`src/core/mul_unit_cfg.svh`:
```
// Constants for the unsigned 8x8 multiply unit
`ifndef MUL_UNIT_CFG_SVH
`define MUL_UNIT_CFG_SVH
`define MUL_OPC_LIT 8'h0D
`define MUL_OPC_REG 7'h01
`define MUL_ILO_LIMIT 8'h5F
`define MUL_ACCESS_SFR_BASE 4'hF
`define MUL_ACCESS_SPLIT 8'h80
`define MUL_PROD_RESET 8'h00
`define MUL_PHASE_RESET 4'h1
`define MUL_ACCESS_LOW_BASE 4'h0
`define MUL_OPC_MSB 15
`define MUL_OPC_LIT_LSB 8
`define MUL_OPC_REG_LSB 9
`define MUL_BANK_BIT 8
`define MUL_FILE_MSB 7
`define MUL_FILE_LSB 0
`endif

```
`src/core/mul_unit_pkg.sv`:
```
// Types shared by the multiply unit
package mul_unit_pkg;
	typedef enum logic [3:0] {
		PH_Q1 = 4'b0001,
		PH_Q2 = 4'b0010,
		PH_Q3 = 4'b0100,
		PH_Q4 = 4'b1000
	} phase_e;
	typedef enum logic [1:0] {
		OP_NONE = 2'b00,
		OP_LIT = 2'b01,
		OP_REG = 2'b10
	} mulop_e;
endpackage

```
`src/core/mul_unit.sv`:
```
// Unsigned 8x8 multiply datapath with product register pair
// Functional notes
// - literal multiply is W times the 8-bit instruction literal.
// - full 16-bit product is written, never truncated.
// - high byte to product high, low byte to low; W untouched.
// - no status flag changes; zero, carry, overflow never reported.
// - register multiply uses W times addressed byte; sources unchanged.
// - register multiply encoded 0000 001a then 8-bit file address.
// - bank-access bit 0 resolves the address in the access bank.
// - bank-access bit 1 prefixes the bank select register number.
// - extended set with a=0 and f<=5Fh uses indexed literal offset.
`include "mul_unit_cfg.svh"
module mul_unit (
	input wire logic clk,
	input wire logic srst,
	input wire logic instrValid,
	input wire logic [15:0] instrWord,
	input wire logic [7:0] workReg,
	input wire logic [3:0] bankSelect,
	input wire logic extEnable,
	input wire logic [7:0] indexBase,
	output logic [11:0] dataAddr,
	output logic dataRead,
	input wire logic [7:0] dataIn,
	output logic [7:0] productHigh,
	output logic [7:0] productLow,
	output logic productWrite,
	output logic indexedMode,
	output mul_unit_pkg::phase_e phase
);
	import mul_unit_pkg::*;

	// ----------------------------------------
	// State
	// ----------------------------------------
	typedef struct packed {
		phase_e ph;
		mulop_e op;
		logic [7:0] opA;
		logic [7:0] opB;
		logic [15:0] prod;
		logic [7:0] hi;
		logic [7:0] lo;
		logic wr;
	} state_s;

	state_s s_q, s_d;
	mulop_e opDec;
	logic [7:0] lowByte;
	logic bankBit;

	// ----------------------------------------
	// Decoding and arithmetic
	// ----------------------------------------
	function automatic logic [7:0] lowField(input logic [15:0] w);
		return w[`MUL_FILE_MSB:`MUL_FILE_LSB];
	endfunction

	function automatic mulop_e decode(input logic [15:0] w);
		if (w[`MUL_OPC_MSB:`MUL_OPC_LIT_LSB] == `MUL_OPC_LIT)
			return OP_LIT;
		if (w[`MUL_OPC_MSB:`MUL_OPC_REG_LSB] == `MUL_OPC_REG)
			return OP_REG;
		return OP_NONE;
	endfunction

	// Both bytes are widened first, so no carry out of bit 7 is lost
	function automatic logic [15:0] product16(input logic [7:0] a,
		input logic [7:0] b);
		logic [15:0] wideA;
		logic [15:0] wideB;
		wideA = 16'(a);
		wideB = 16'(b);
		return wideA * wideB;
	endfunction

	// Literal and file address share the low byte of the word
	assign lowByte = lowField(instrWord);
	assign bankBit = instrWord[`MUL_BANK_BIT];
	assign opDec = instrValid ? decode(instrWord) : OP_NONE;

	mul_addr_resolve u_resolve (
		.bankAccess(bankBit),
		.fileAddr(lowByte),
		.bankSelect(bankSelect),
		.extEnable(extEnable),
		.indexBase(indexBase),
		.dataAddr(dataAddr),
		.indexedMode(indexedMode)
	);

	// ----------------------------------------
	// Quarter sequencing
	// ----------------------------------------
	// Instruction word must stay stable Q1..Q2 so the operand read matches.
	always_comb begin
		s_d = s_q;
		s_d.wr = 1'b0;
		if (srst) begin
			// Reset wins over a quarter in flight; a cut multiply is lost
			s_d = '0;
			s_d.ph = phase_e'(`MUL_PHASE_RESET);
			s_d.hi = `MUL_PROD_RESET;
			s_d.lo = `MUL_PROD_RESET;
		end else begin
			unique case (s_q.ph)
				PH_Q1: begin
					s_d.op = opDec;
					s_d.ph = PH_Q2;
				end
				PH_Q2: begin
					s_d.opA = workReg;
					if (s_q.op == OP_LIT) begin
						s_d.opB = lowByte;
					end else begin
						s_d.opB = dataIn;
					end
					s_d.ph = PH_Q3;
				end
				PH_Q3: begin
					s_d.prod = product16(s_q.opA, s_q.opB);
					s_d.ph = PH_Q4;
				end
				PH_Q4: begin
					if (s_q.op != OP_NONE) begin
						{s_d.hi, s_d.lo} = s_q.prod;
						s_d.wr = 1'b1;
					end
					s_d.op = OP_NONE;
					s_d.ph = PH_Q1;
				end
			endcase
		end
	end

	always_ff @(posedge clk) begin
		s_q <= s_d;
	end

	// The operand read strobe, dataAddr and indexedMode are combinational; no flag outputs exist.
	assign dataRead = (s_q.ph == PH_Q2) && (s_q.op == OP_REG);
	assign productHigh = s_q.hi;
	assign productLow = s_q.lo;
	assign productWrite = s_q.wr;
	assign phase = s_q.ph;
endmodule

```
`src/core/mul_addr_resolve.sv`:
```
// File address resolution for the register-operand multiply
`include "mul_unit_cfg.svh"
module mul_addr_resolve (
	input wire logic bankAccess,
	input wire logic [7:0] fileAddr,
	input wire logic [3:0] bankSelect,
	input wire logic extEnable,
	input wire logic [7:0] indexBase,
	output logic [11:0] dataAddr,
	output logic indexedMode
);
	always_comb begin
		indexedMode = 1'b0;
		if (bankAccess) begin
			dataAddr = {bankSelect, fileAddr};
		end else if (extEnable && fileAddr <= `MUL_ILO_LIMIT) begin
			indexedMode = 1'b1;
			dataAddr = {`MUL_ACCESS_LOW_BASE, 8'(indexBase + fileAddr)};
		end else if (fileAddr < `MUL_ACCESS_SPLIT) begin
			dataAddr = {`MUL_ACCESS_LOW_BASE, fileAddr};
		end else begin
			dataAddr = {`MUL_ACCESS_SFR_BASE, fileAddr};
		end
	end
endmodule

```
`config.mk`:
```
export PLATFORM = sky130hd
export DESIGN_NAME = mul_unit
export DESIGN_NICKNAME = d
export VERILOG_FILES = /design/src/core/mul_unit_pkg.sv /design/src/core/mul_unit.sv /design/src/core/mul_addr_resolve.sv
export VERILOG_INCLUDE_DIRS = /design/src /design/src/core
export SDC_FILE = /design/constraint.sdc
export NUM_CORES = 1
export LEC_CHECK = 0
export BUFFER_PORTS_ARGS = -buffer_cell sky130_fd_sc_hd__clkbuf_2
export CAP_MARGIN = 40
export CORE_MARGIN = 10
export CORE_UTILIZATION = 45
export CTS_BUF_LIST = sky130_fd_sc_hd__clkbuf_8
export CTS_CLUSTER_DIAMETER = 100
export DETAILED_ROUTE_END_ITERATION = 6
export PLACE_DENSITY = 0.73
export SETUP_SLACK_MARGIN = 0.15
export SKIP_CTS_REPAIR_TIMING = 1
export SLEW_MARGIN = 20
export SYNTH_ARGS = -nofsm -noshare
export SYNTH_HDL_FRONTEND = slang
export SYNTH_SLANG_ARGS = --single-unit
```
`constraint.sdc`:
```
create_clock -name clk -period 6.2 [get_ports clk]
set_clock_uncertainty 0.2 [all_clocks]
set_input_delay 0.93 -clock clk [delete_from_list [all_inputs] [get_ports clk]]
set_output_delay 0.93 -clock clk [all_outputs]
set_load 0.1 [all_outputs]
```
# Word-level counts from Yosys, hierarchy flattened
# Cells that the tools add are included.
[totals]
regBits = 55
latchBits = 0
mem_bits_rw = 0
romBits = 0
in_bits = 48
out_inout_bits = 35
word_cells = 44
memories = 0
[op_classes]
n_addsub = 1
n_mul = 1
div_mod_pow = 0
order_cmp = 2
n_eq_ne = 8
shifts = 0
n_mux = 17
n_bitwise = 1
reduce_logical = 6
[op_table]
columns = ["operator", "n"]
rows = [
  ["$mux W12", 3],
  ["$mul A8 B8 Y16", 1],
  ["$pmux W4 S4", 1],
  ["$mux W2", 5],
  ["$add A8 B8 Y8", 1],
  ["$eq A8 B4 Y1 const B", 1],
  ["$le A8 B7 Y1 const B", 1],
  ["$lt A8 B8 Y1 const B", 1],
  ["$mux W8", 1],
  ["$eq A7 B1 Y1 const B", 1],
  ["$mux W1", 6],
  ["$eq A4 B1 Y1 const B", 1],
  ["$eq A4 B2 Y1 const B", 1],
  ["$eq A4 B3 Y1 const B", 1],
  ["$eq A4 B4 Y1 const B", 1],
  ["$pmux W2 S2", 1],
  ["$reduce_bool A2 Y1", 2],
  ["$eq A2 B1 Y1 const B", 1],
  ["$eq A2 B2 Y1 const B", 1],
  ["$logic_and A1 B1 Y1", 2],
  ["$reduce_and A2 Y1", 1],
  ["$reduce_or A2 Y1", 1],
  ["$not A1 Y1", 1],
]

# Logic depth before layout (Yosys ltp)
# Gate-level depths: netlist of the first run.
[depth]
word_depth = 7
depth_mapped = 16
mapped_depth_nobuf = 16

# By module
# Synthesis of the first run repeated with hierarchy kept, for this count alone.
[unflattened]
hier_cells = 566
hier_area_um2 = 4737.0
[by_module_without_submodules]
columns = ["mod", "n_inst", "cells_per_inst", "area_each_um2", "seq_area_each_um2"]
rows = [
  ["mul_unit", 1, 491, 4214.0, 1101.1],
  ["mul_addr_resolve", 1, 75, 523.0, 0.0],
]

# Least setup slack after synthesis of the first run
# OpenSTA, ideal clock, no wires.
[synth_timing]
path_type = "input to output"
from = "input port instrWord[0]"
to = "output port dataAddr[6]"
t_arrival_ps = 4374
required_ps = 5070
path_slack_ps = 696
path_stages = 9
path_buffers = 0
cell_sequence = "ha_1 inv_1 fa_1 nor2b_1 o21ai_0 a21boi_0 o21a_1 nor3_1 o31ai_1"
[synth_between]
elab_chain_len = 4
elab_cells_between_ends = 5
cone_classes = "1 x add/sub; 1 x order compare; 2 x mux; 1 x reduce/logical"
[synth_lines]
columns = ["element", "line", "text"]
rows = [
  ["start, declared", "mul_unit.sv:17", "input wire logic [15:0] instrWord,"],
  ["$le A8 B7 Y1 (no source line)", "n/a", ""],
  ["$logic_and A1 B1 Y1 (no source line)", "n/a", ""],
  ["$mux W12 *", "mul_addr_resolve.sv:16", "end else if (extEnable && fileAddr <= `MUL_ILO_LIMIT) begin"],
  ["$mux W12 *", "mul_addr_resolve.sv:14", "if (bankAccess) begin"],
  ["end, declared", "mul_unit.sv:22", "output logic [11:0] dataAddr,"],
]
# Mark *: on every way between the ends. The rest lies on a longest branch, timed or not.

# Worst setup path in the final report of the first run
[layout_timing]
from = "register s_q[45] (netlist bit)"
to = "register s_q[31] (netlist bit)"
[layout_between]
elab_chain_len = 1
[layout_lines]
columns = ["element", "line", "text"]
rows = [
  ["start, declared", "mul_unit.sv:47", "state_s s_q, s_d;"],
  ["start signal, assigned", "mul_unit.sv:137", "s_q <= s_d;"],
  ["$mul A8 B8 Y16", "mul_unit.sv:74", "return wideA * wideB;"],
]
# Every way passes these cells.
# A chain may end at the register's enable or synchronous reset.

==> summary.txt, run 1 <==
Status
  • Status: complete, no violations

Yosys
  • Main synth FF type: dfxtp_1
  • Sequential area share after synthesis: 23.65%
  • Syn_area_per_cell: 8.404 µm²
  • EDFF count, synth: 0
  • Mapped Cells: 554
  • Synth unique cells: 48
  • Ys Warns: 0
  • Yosys reg bits: 55
  • Syn Nets: 682
  • Mapped Area: 4656 µm²
  • Ys async rst share: 0%

Global route
  • Pin count of the biggest net entering global routing: 28
  • Vias in the first global route: 3993
  • Initial antenna violation count: 0
  • First-pass GRT wire length: 18330 µm
  • GR Overflow Total: 0
  • Total Routing Usage GR: 14.84%

Drt
  • Routed Antenna Nets: 0
  • Via density: 5.079
  • Router iterations before antenna repair: 4
  • DR WL/cell: 14.27 µm
  • Routed via count: 3804
  • Final wirelength: 10690 µm
  • DRC: 0
  • DR iter-0 viols: 212

Power and ir drop
  • Worst VDD drop: 0.1004 mV
  • Pleak: 2.552 nW
  • Power Dens Cells: 149.0 nW/µm²

STA
  • Final hold vios: 0
  • Min cycle time layout: 4.570 ns
  • WHS: 0.2576 ns
  • Total negative setup slack: 0 ns
  • Setup violations, final: 0
  • Fmax: 0.2188 GHz
  • RSZ-0062 raised after global routing: no
  • Slew HR: 58.32%
  • Post-route setup slack: 1.630 ns
  • Period Utilization, post-route: 73.71%
  • Pins Over Slew Limit: 0
  • Slew @ Worst Pin: 0.6166 ns

Worst setup path
  • Critical path origin: s_q[45]
  • Crit path DAT: 4.63 ns
  • Startpoint types: register
  • Max Fanout on Critical Path: 9
  • R2r setup slk: 1.63 ns
  • Worst r2r dst: s_q[31]
  • R2r worst-path depth: 14
  • CP Capture Type: register
  • Critical path required time: 6.26 ns
  • Critical path class: reg2reg
  • Reg2reg start: s_q[45]
  • Crit path capture: s_q[31]

Floorplanning
  • Starting density of the core: 45.71%
  • Die H: 121.7 µm
  • Top Ports: 83
  • Core box area: 10180 µm²
  • Row cnt: 37
  • Die area: 14810 µm²
  • Die width: 121.7 µm

Final layout
  • Area delta synth->final: 11.13%
  • Fin area: 5174 µm²
  • Final Core Density: 50.80%
  • Area of the multi-input gates: 3124 µm²
  • # fillers: 1003
  • Commonest non-fill, non-tap cell in the layout: nand2_1
  • FF/Latch Area: 1101 µm²
  • Commonest cells after routing, fill and taps aside: 100 x nand2_1, 82 x clkbuf_2, 57 x inv_1
  • Layout cell share with drive strength beyond 1: 16.48%
  • N_diodes: 0
  • NumNets Final: 740

Placed design
  • Port bufs: 82
  • Placed Instance Area: 5077 µm²
  • DP Worst Slack: 1.656 ns
  • DP HPWL: 9079 µm
  • Gpl congestion: 0.8636

Flow run
  • Max-cap viol count: 0

Clocking
  • # clock sinks: 55
  • Clock Root Buffer: clkbuf_8
  • Buffer depth of the longest clock path: 2
  • Clock transition at path regs: 0.11 ns
  • Worst skew pair latency: 0.32 ns
  • CTS Buf Count: 5
  • Htree depth: 2
  • CTS tree: yes

Hold path
  • Hold WC Path Type: reg2reg
critical path: stages, from the launching register on:
cell and delay (ns):
dfxtp_1 0.50, and2_1 0.20, fa_1 0.44, fa_1 0.51
fa_1 0.55, inv_1 0.05, fa_1 0.53, inv_1 0.04
ha_1 0.36, a2111oi_2 0.30, o21ai_1 0.19, a211oi_1 0.28
xnor2_1 0.15, nand2_1 0.07, a21oi_1 0.13
how the worst min path moves through the flow:
stage | from | endpoint | slack, ns | cells after the start
CTS | s_q[28] | productHigh[3] | 0.26 | 2
floorplan | s_q[25] | productHigh[0] | 0.23 | 2
global route | s_q[23] | s_q[23] | 0.28 | 2
finish | s_q[19] | productLow[2] | 0.26 | 2
detailed placement | s_q[28] | productHigh[3] | 0.25 | 2
global placement | productHigh[1] | productHigh[1] | 0.24 | 2
Yosys cell counts (7+ instances only):
library cell  number  area share, %
inv_1             57            4.6
dfxtp_1           55             24
mux2i_1            9            1.9
xnor2_1            9            1.7
nor2_1            26            2.1
clkbuf_1           7           0.56
a21oi_1           41            4.4
buf_4             21            3.4
fa_1              37             16
o21ai_0            8           0.86
nand2_1          100            8.1
and2_1            54            7.3
ha_1              43             12
a211oi_1          13            2.1
metrics by stage:
step | cells | power [mW]
after floorplan | 554 | 0.5163
after global placement | 737 | 0.5580
after detailed placement | 741 | 0.5652
after CTS | 749 | 0.7782
after global routing | 749 | 0.8114
final | 749 | 0.7710
layer usage:
layer / vias up / part of all wire [%] / GRT usage (%)
li1: 1911 / - / -
met1: 1790 / 45 / 18.26
met2: 99 / 48 / 25.37
met3: 4 / 6.4 / 4.209
met4: 0 / 0.71 / 2.981
met5: - / 0 / 0
power by group:
| part | internal (mW) | switching (mW) |
|---|---|---|
| combinational | 0.0565 | 0.121 |
| sequential | 0.362 | 0.0172 |
| clock | 0.0841 | 0.131 |
logic make-up after synthesis:
| group | Yosys count | synth area share (%) |
|---|---|---|
| DFF | 55 | 23.65 |
| and+or+nand+nor | 212 | 22.71 |
| xor gates and xnor gates | 13 | 2.446 |
| muxes | 9 | 1.935 |
| buffers and inverters | 92 | 9.245 |
| AOI/OAI and AO/OA | 93 | 12.55 |
| adders and majority gates | 80 | 27.47 |
flip-flops by register name, summed over array words and instances, names as in the netlist:
register and cells:
productWrite 1, s_q 34, phase 4, productLow 8, productHigh 8
layout make-up:
type                       count  area share, %
multi-input combinational    407          60.39
timing repair buffer          86          9.045
clock buffer                   5          1.330
tap                          136          3.289
sequential                    55          21.28
inverter                      57          4.135
clock inverter                 3         0.5320
No activity file was read; power rests on OpenSTA's default activity.
==> inputs of run 2 (changes only) <==
- clock period: 6.2 -> 4.3 ns (I/O delays scaled with it)
==> run 2 against run 1 <==
- flip-flop and latch count unchanged
- hold slack about the same
- global-route usage increased by 0.52 points
- sequential power increased by 43%
- first-iteration DRC count decreased by 25%
- power increased by 49%
- critical path type unchanged
- critical endpoint unchanged
- largest power group unchanged
- highest routed layer unchanged
==> summary.txt, run 2 (same netlist as run 1, synthesis figures left out) <==
STA
  • Slew HR: 60.54% (+2.2 points)
  • Min cycle time layout: 4.158 ns (-0.4118 ns)
  • WHS: 0.2573 ns (-0.0002920 ns)
  • Slew @ Worst Pin: 0.5903 ns (-0.02631 ns)
  • Pins Over Slew Limit: 0 (unchanged)
  • RSZ-0062 raised after global routing: yes
  • Period Utilization, post-route: 96.70% (+23 points)
  • Setup violations, final: 0 (unchanged)
  • Total negative setup slack: 0 ns (unchanged)
  • Final hold vios: 0 (unchanged)
  • Fmax: 0.2405 GHz (+9.9%)

Clocking
  • Buffer depth of the longest clock path: 2 (unchanged)
  • Clock Root Buffer: clkbuf_8
  • # clock sinks: 55 (unchanged)
  • CTS tree: yes
  • CTS Buf Count: 5 (unchanged)
  • Htree depth: 2 (unchanged)
  • Worst skew pair latency: 0.32 ns (about the same)
  • Clock transition at path regs: 0.11 ns (about the same)

Worst setup path
  • Startpoint types: register
  • Max Fanout on Critical Path: 6 (-3)
  • Crit path DAT: 4.22 ns (-0.41 ns)
  • Critical path class: reg2reg
  • Critical path required time: 4.36 ns (-1.90 ns)
  • CP Capture Type: register

Final layout
  • # fillers: 987 (-1.6%)
  • Post-Layout Cell Count: 782 (+4.4%)
  • Max reg flops: 34 (unchanged)
  • Biggest register: s_q
  • Layout cell share with drive strength beyond 1: 28.79% (+12 points)
  • N_diodes: 0 (unchanged)
  • Commonest cells after routing, fill and taps aside: 98 x nand2_1, 83 x clkbuf_2, 51 x inv_1
  • NumNets Final: 773 (+4.5%)
  • Area delta synth->final: 21.20%
  • Final Core Density: 55.41% (+4.6 points)
  • Commonest non-fill, non-tap cell in the layout: nand2_1

Global route
  • Total Routing Usage GR: 15.36% (+0.52 points)
  • First-pass GRT wire length: 18930 µm (+3.3%)
  • GR Overflow Total: 0 (unchanged)
  • Pin count of the biggest net entering global routing: 30 (+7.1%)
  • Vias in the first global route: 4152 (+4.0%)
  • Initial antenna violation count: 0 (unchanged)

Floorplanning
  • Top Ports: 83 (unchanged)
  • Core box area: 10180 µm² (unchanged)
  • Die width: 121.7 µm (unchanged)
  • Row cnt: 37 (unchanged)
  • Starting density of the core: 45.71% (unchanged)
  • Die area: 14810 µm² (unchanged)
  • Die H: 121.7 µm (unchanged)

Drt
  • DRC: 0 (unchanged)
  • DR iter-0 viols: 160 (-25%)
  • Router iterations before antenna repair: 4 (unchanged)
  • Routed via count: 3927 (+3.2%)
  • Via density: 5.022 (-1.1%)
  • Final wirelength: 11480 µm (+7.4%)
  • DR WL/cell: 14.68 µm (+2.9%)
  • Routed Antenna Nets: 0 (unchanged)

Placed design
  • Cells after DPL: 770 (+3.9%)
  • Gpl congestion: 0.8603 (-0.38%)
  • Port bufs: 82 (unchanged)
  • DP HPWL: 9459 µm (+4.2%)

Power and ir drop
  • Worst VDD drop: 0.1548 mV (+54%)
  • Power Dens Cells: 204.0 nW/µm² (+37%)
  • Pleak: 2.747 nW (+7.7%)
  • Pwr Total: 1.151 mW (+49%)

Flow run
  • Max-cap viol count: 0 (unchanged)

Hold path
  • Hold WC Path Type: reg2reg

Status
  • Status: complete, no violations
[run 2: path summary, 6_finish.rpt]
kind                start       endpoint  slack, ns  depth (start not counted)
setup / recovery  s_q[44]        s_q[31]       0.14                         14
hold / removal    s_q[18]  productLow[1]       0.26                          2
setup reg to reg  s_q[44]        s_q[31]       0.14                         14
hold reg to reg   s_q[18]  productLow[1]       0.26                          2
[run 2: area by class of cell]
cell class	instances	area (µm²)	share of cell area [%]
clock inverters	3	27.53	0.4878
repair buffers	119	720.7	12.77
inverters	57	214.0	3.792
flip-flops and latches	55	1141	20.22
well taps	136	170.2	3.016
multi-input cells	407	3301	58.49
clock buffers	5	68.82	1.220
[run 2: stage by stage]
stage                     cell area [µm²]  setup slack, ns
after floorplan                      4716           0.1517
final                                5643           0.1420
after global placement               5305         -0.05510
after CTS                            5444          -0.2220
after global routing                 5643         -0.02880
after detailed placement             5348          -0.1868
[run 2: report_power, final]
part           internal [mW]  switching, mW  leakage, nW  total, mW
logic                  0.105          0.192         2.25      0.297
clock network          0.121          0.192       0.0467      0.313
registers              0.520         0.0210        0.455      0.541
[run 2: worst max-delay path, stage by stage (launching register included)]
cell and delay [ns]:
dfxtp_4 0.38, and2_4 0.14, fa_1 0.50, fa_1 0.51
fa_1 0.49, inv_1 0.05, fa_1 0.49, inv_2 0.05
ha_4 0.23, a2111oi_4 0.37, o21ai_2 0.14, a211oi_2 0.22
xnor2_1 0.14, nand2_1 0.07, a21oi_1 0.13
[run 2: metal layers]
layer	up-vias	part of all wire (%)	global-route usage [%]
li1	1977	-	-
met1	1825	44	18.29
met2	108	48	26.08
met3	17	6.3	4.255
met4	0	2.0	5.291
met5	-	0	0
==> inputs of run 3 (changes only) <==
- PLACE_DENSITY: 0.73 -> not set
- PLACE_DENSITY_LB_ADDON: not set -> 0.15
==> run 3 against run 2 <==
- non-clock buffer count up 3
- die area unchanged
- fmax down 1.9%
- cell count increased by 0.38%
- largest power group unchanged
- critical endpoint unchanged
==> summary.txt, run 3 (same netlist as run 1, synthesis figures left out) <==
Floorplanning
  • Die area: 14810 µm² (unchanged)
  • Row cnt: 37 (unchanged)
  • Die width: 121.7 µm (unchanged)
  • Top Ports: 83 (unchanged)
  • Die H: 121.7 µm (unchanged)
  • Core box area: 10180 µm² (unchanged)
  • Starting density of the core: 45.71% (unchanged)

Flow run
  • Max-cap viol count: 0 (unchanged)

Global route
  • GR Overflow Total: 0 (unchanged)
  • Total Routing Usage GR: 16.19% (+0.83 points)
  • Vias in the first global route: 4244 (+2.2%)
  • First-pass GRT wire length: 19930 µm (+5.3%)
  • Pin count of the biggest net entering global routing: 29 (-3.3%)
  • Initial antenna violation count: 0 (unchanged)

Drt
  • DR WL/cell: 14.79 µm (+0.77%)
  • Router iterations before antenna repair: 4 (unchanged)
  • DR iter-0 viols: 165 (+3.1%)
  • DRC: 0 (unchanged)
  • Via density: 4.995 (-0.53%)
  • Routed via count: 3921 (-0.15%)
  • Routed Antenna Nets: 0 (unchanged)
  • Final wirelength: 11610 µm (+1.2%)

Worst setup path
  • Worst path max stage delay: 0.52 ns (about the same)
  • Most used cell, CP: fa_1
  • Crit path DAT: 4.30 ns (+0.08 ns)
  • Max Fanout on Critical Path: 6 (unchanged)
  • Critical path required time: 4.36 ns (about the same)
  • Crit path cell chain: and2_4 > fa_1 > fa_1 > fa_1 > inv_1 > fa_1 > inv_2 > ha_4 > a2111oi_4 > o21ai_2 > a211oi_2 > xnor2_1 > nand2_1 > a21oi_2
  • Startpoint types: register
  • Slowest-stage cell, CP: fa_1
  • Critical path class: reg2reg
  • CP Capture Type: register

Final layout
  • Biggest register: s_q
  • Max reg flops: 34 (unchanged)
  • FF/Latch Area: 1139 µm² (-0.22%)
  • Fin area: 5657 µm² (+0.24%)
  • Area of the multi-input gates: 3282 µm² (-0.57%)
  • Layout cell share with drive strength beyond 1: 28.20% (-0.60 points)
  • Area delta synth->final: 21.50%
  • Final Core Density: 55.54% (+0.14 points)
  • Commonest cells after routing, fill and taps aside: 99 x nand2_1, 82 x clkbuf_2, 54 x inv_1
  • N_diodes: 0 (unchanged)
  • # fillers: 1032 (+4.6%)
  • Commonest non-fill, non-tap cell in the layout: nand2_1
  • NumNets Final: 776 (+0.39%)

Status
  • Status: complete, no violations

Clocking
  • Buffer depth of the longest clock path: 2 (unchanged)
  • Worst skew pair latency: 0.32 ns (about the same)
  • # clock sinks: 55 (unchanged)
  • Clock Root Buffer: clkbuf_8
  • CTS Buf Count: 5 (unchanged)
  • Htree depth: 2 (unchanged)
  • CTS tree: yes
  • Clock transition at path regs: 0.10 ns (about the same)

Power and ir drop
  • Pleak: 2.767 nW (+0.72%)
  • Power Dens Cells: 215.3 nW/µm² (+5.5%)
  • Worst VDD drop: 0.1625 mV (+5.0%)

STA
  • Setup violations, final: 0 (unchanged)
  • Pins Over Slew Limit: 0 (unchanged)
  • Final hold vios: 0 (unchanged)
  • Slew HR: 60.92% (+0.38 points)
  • Min cycle time layout: 4.239 ns (+0.08094 ns)
  • Period Utilization, post-route: 98.58% (+1.9 points)
  • Total negative setup slack: 0 ns (unchanged)
  • RSZ-0062 raised after global routing: yes
  • Slew @ Worst Pin: 0.5845 ns (-0.005745 ns)
  • Fmax: 0.2359 GHz (-1.9%)

Placed design
  • Gpl congestion: 0.8691 (+1.0%)
  • Placed Instance Area: 5370 µm² (+0.42%)
  • Port bufs: 82 (unchanged)
  • DP HPWL: 9814 µm (+3.7%)

Hold path
  • Hold WC Path Type: reg2reg
==> run 3: cell types whose count changed in the layout (fill, tap and decap cells not counted), sizes merged <==
cell          delta
clkinvlp         -1
bufinv           +1
clkbuf           -1
buf              +6
dlymetal6s2s     -1
inv              -1
==> run 3: metal layers <==
layer  up-vias  wire, µm  track usage (%)
met3        17       768            4.764
met2        95      5478            27.47
met1      1830      5171            19.54
li1       1979         -                -
met5         -         0                0
met4         0       195            4.471
==> run 3: power by group <==
part           switching (mW)  internal (mW)  total (mW)
clock network           0.184          0.192       0.376
logic                   0.193          0.108       0.301
registers              0.0203          0.521       0.541
==> run 3: path summary, 6_finish.rpt <==
check                           startpoint       to  slack (ns)  cells after the start
worst max-delay path               s_q[43]  s_q[31]        0.06                     14
worst min-delay path               s_q[25]  s_q[25]        0.26                      2
worst max register to register     s_q[43]  s_q[31]        0.06                     14
worst min register to register     s_q[25]  s_q[25]        0.26                      2
==> run 3: cell type report <==
type	count	area share, %
clock buffers	6	1.460
inverters	57	3.782
clock inverters	2	0.6857
flip-flops and latches	55	20.13
repair buffers	122	12.92
well taps	136	3.008
multi-input cells	407	58.02
==> run 3: metrics by stage <==
stage	setup WS [ns]	total power [mW]	hold WS (ns)	instances
finish	0.06103	1.218	0.2553	785
floorplan	0.1517	0.7499	0.2321	554
global route	-0.1566	1.271	0.2767	785
global placement	-0.05039	0.8378	0.2428	769
detailed placement	-0.1408	0.8471	0.2433	773
CTS	-0.2165	1.218	0.2573	781
==> run 3: worst max-delay path: cells and delay by family (launching register included) <==
family | cells | cell delay (ns)
buf+inv | 2 | 0.10
compound gates | 4 | 0.89
xor+xnor | 1 | 0.15
simple gates | 2 | 0.22
flops | 1 | 0.38
fa+ha+maj | 5 | 2.25
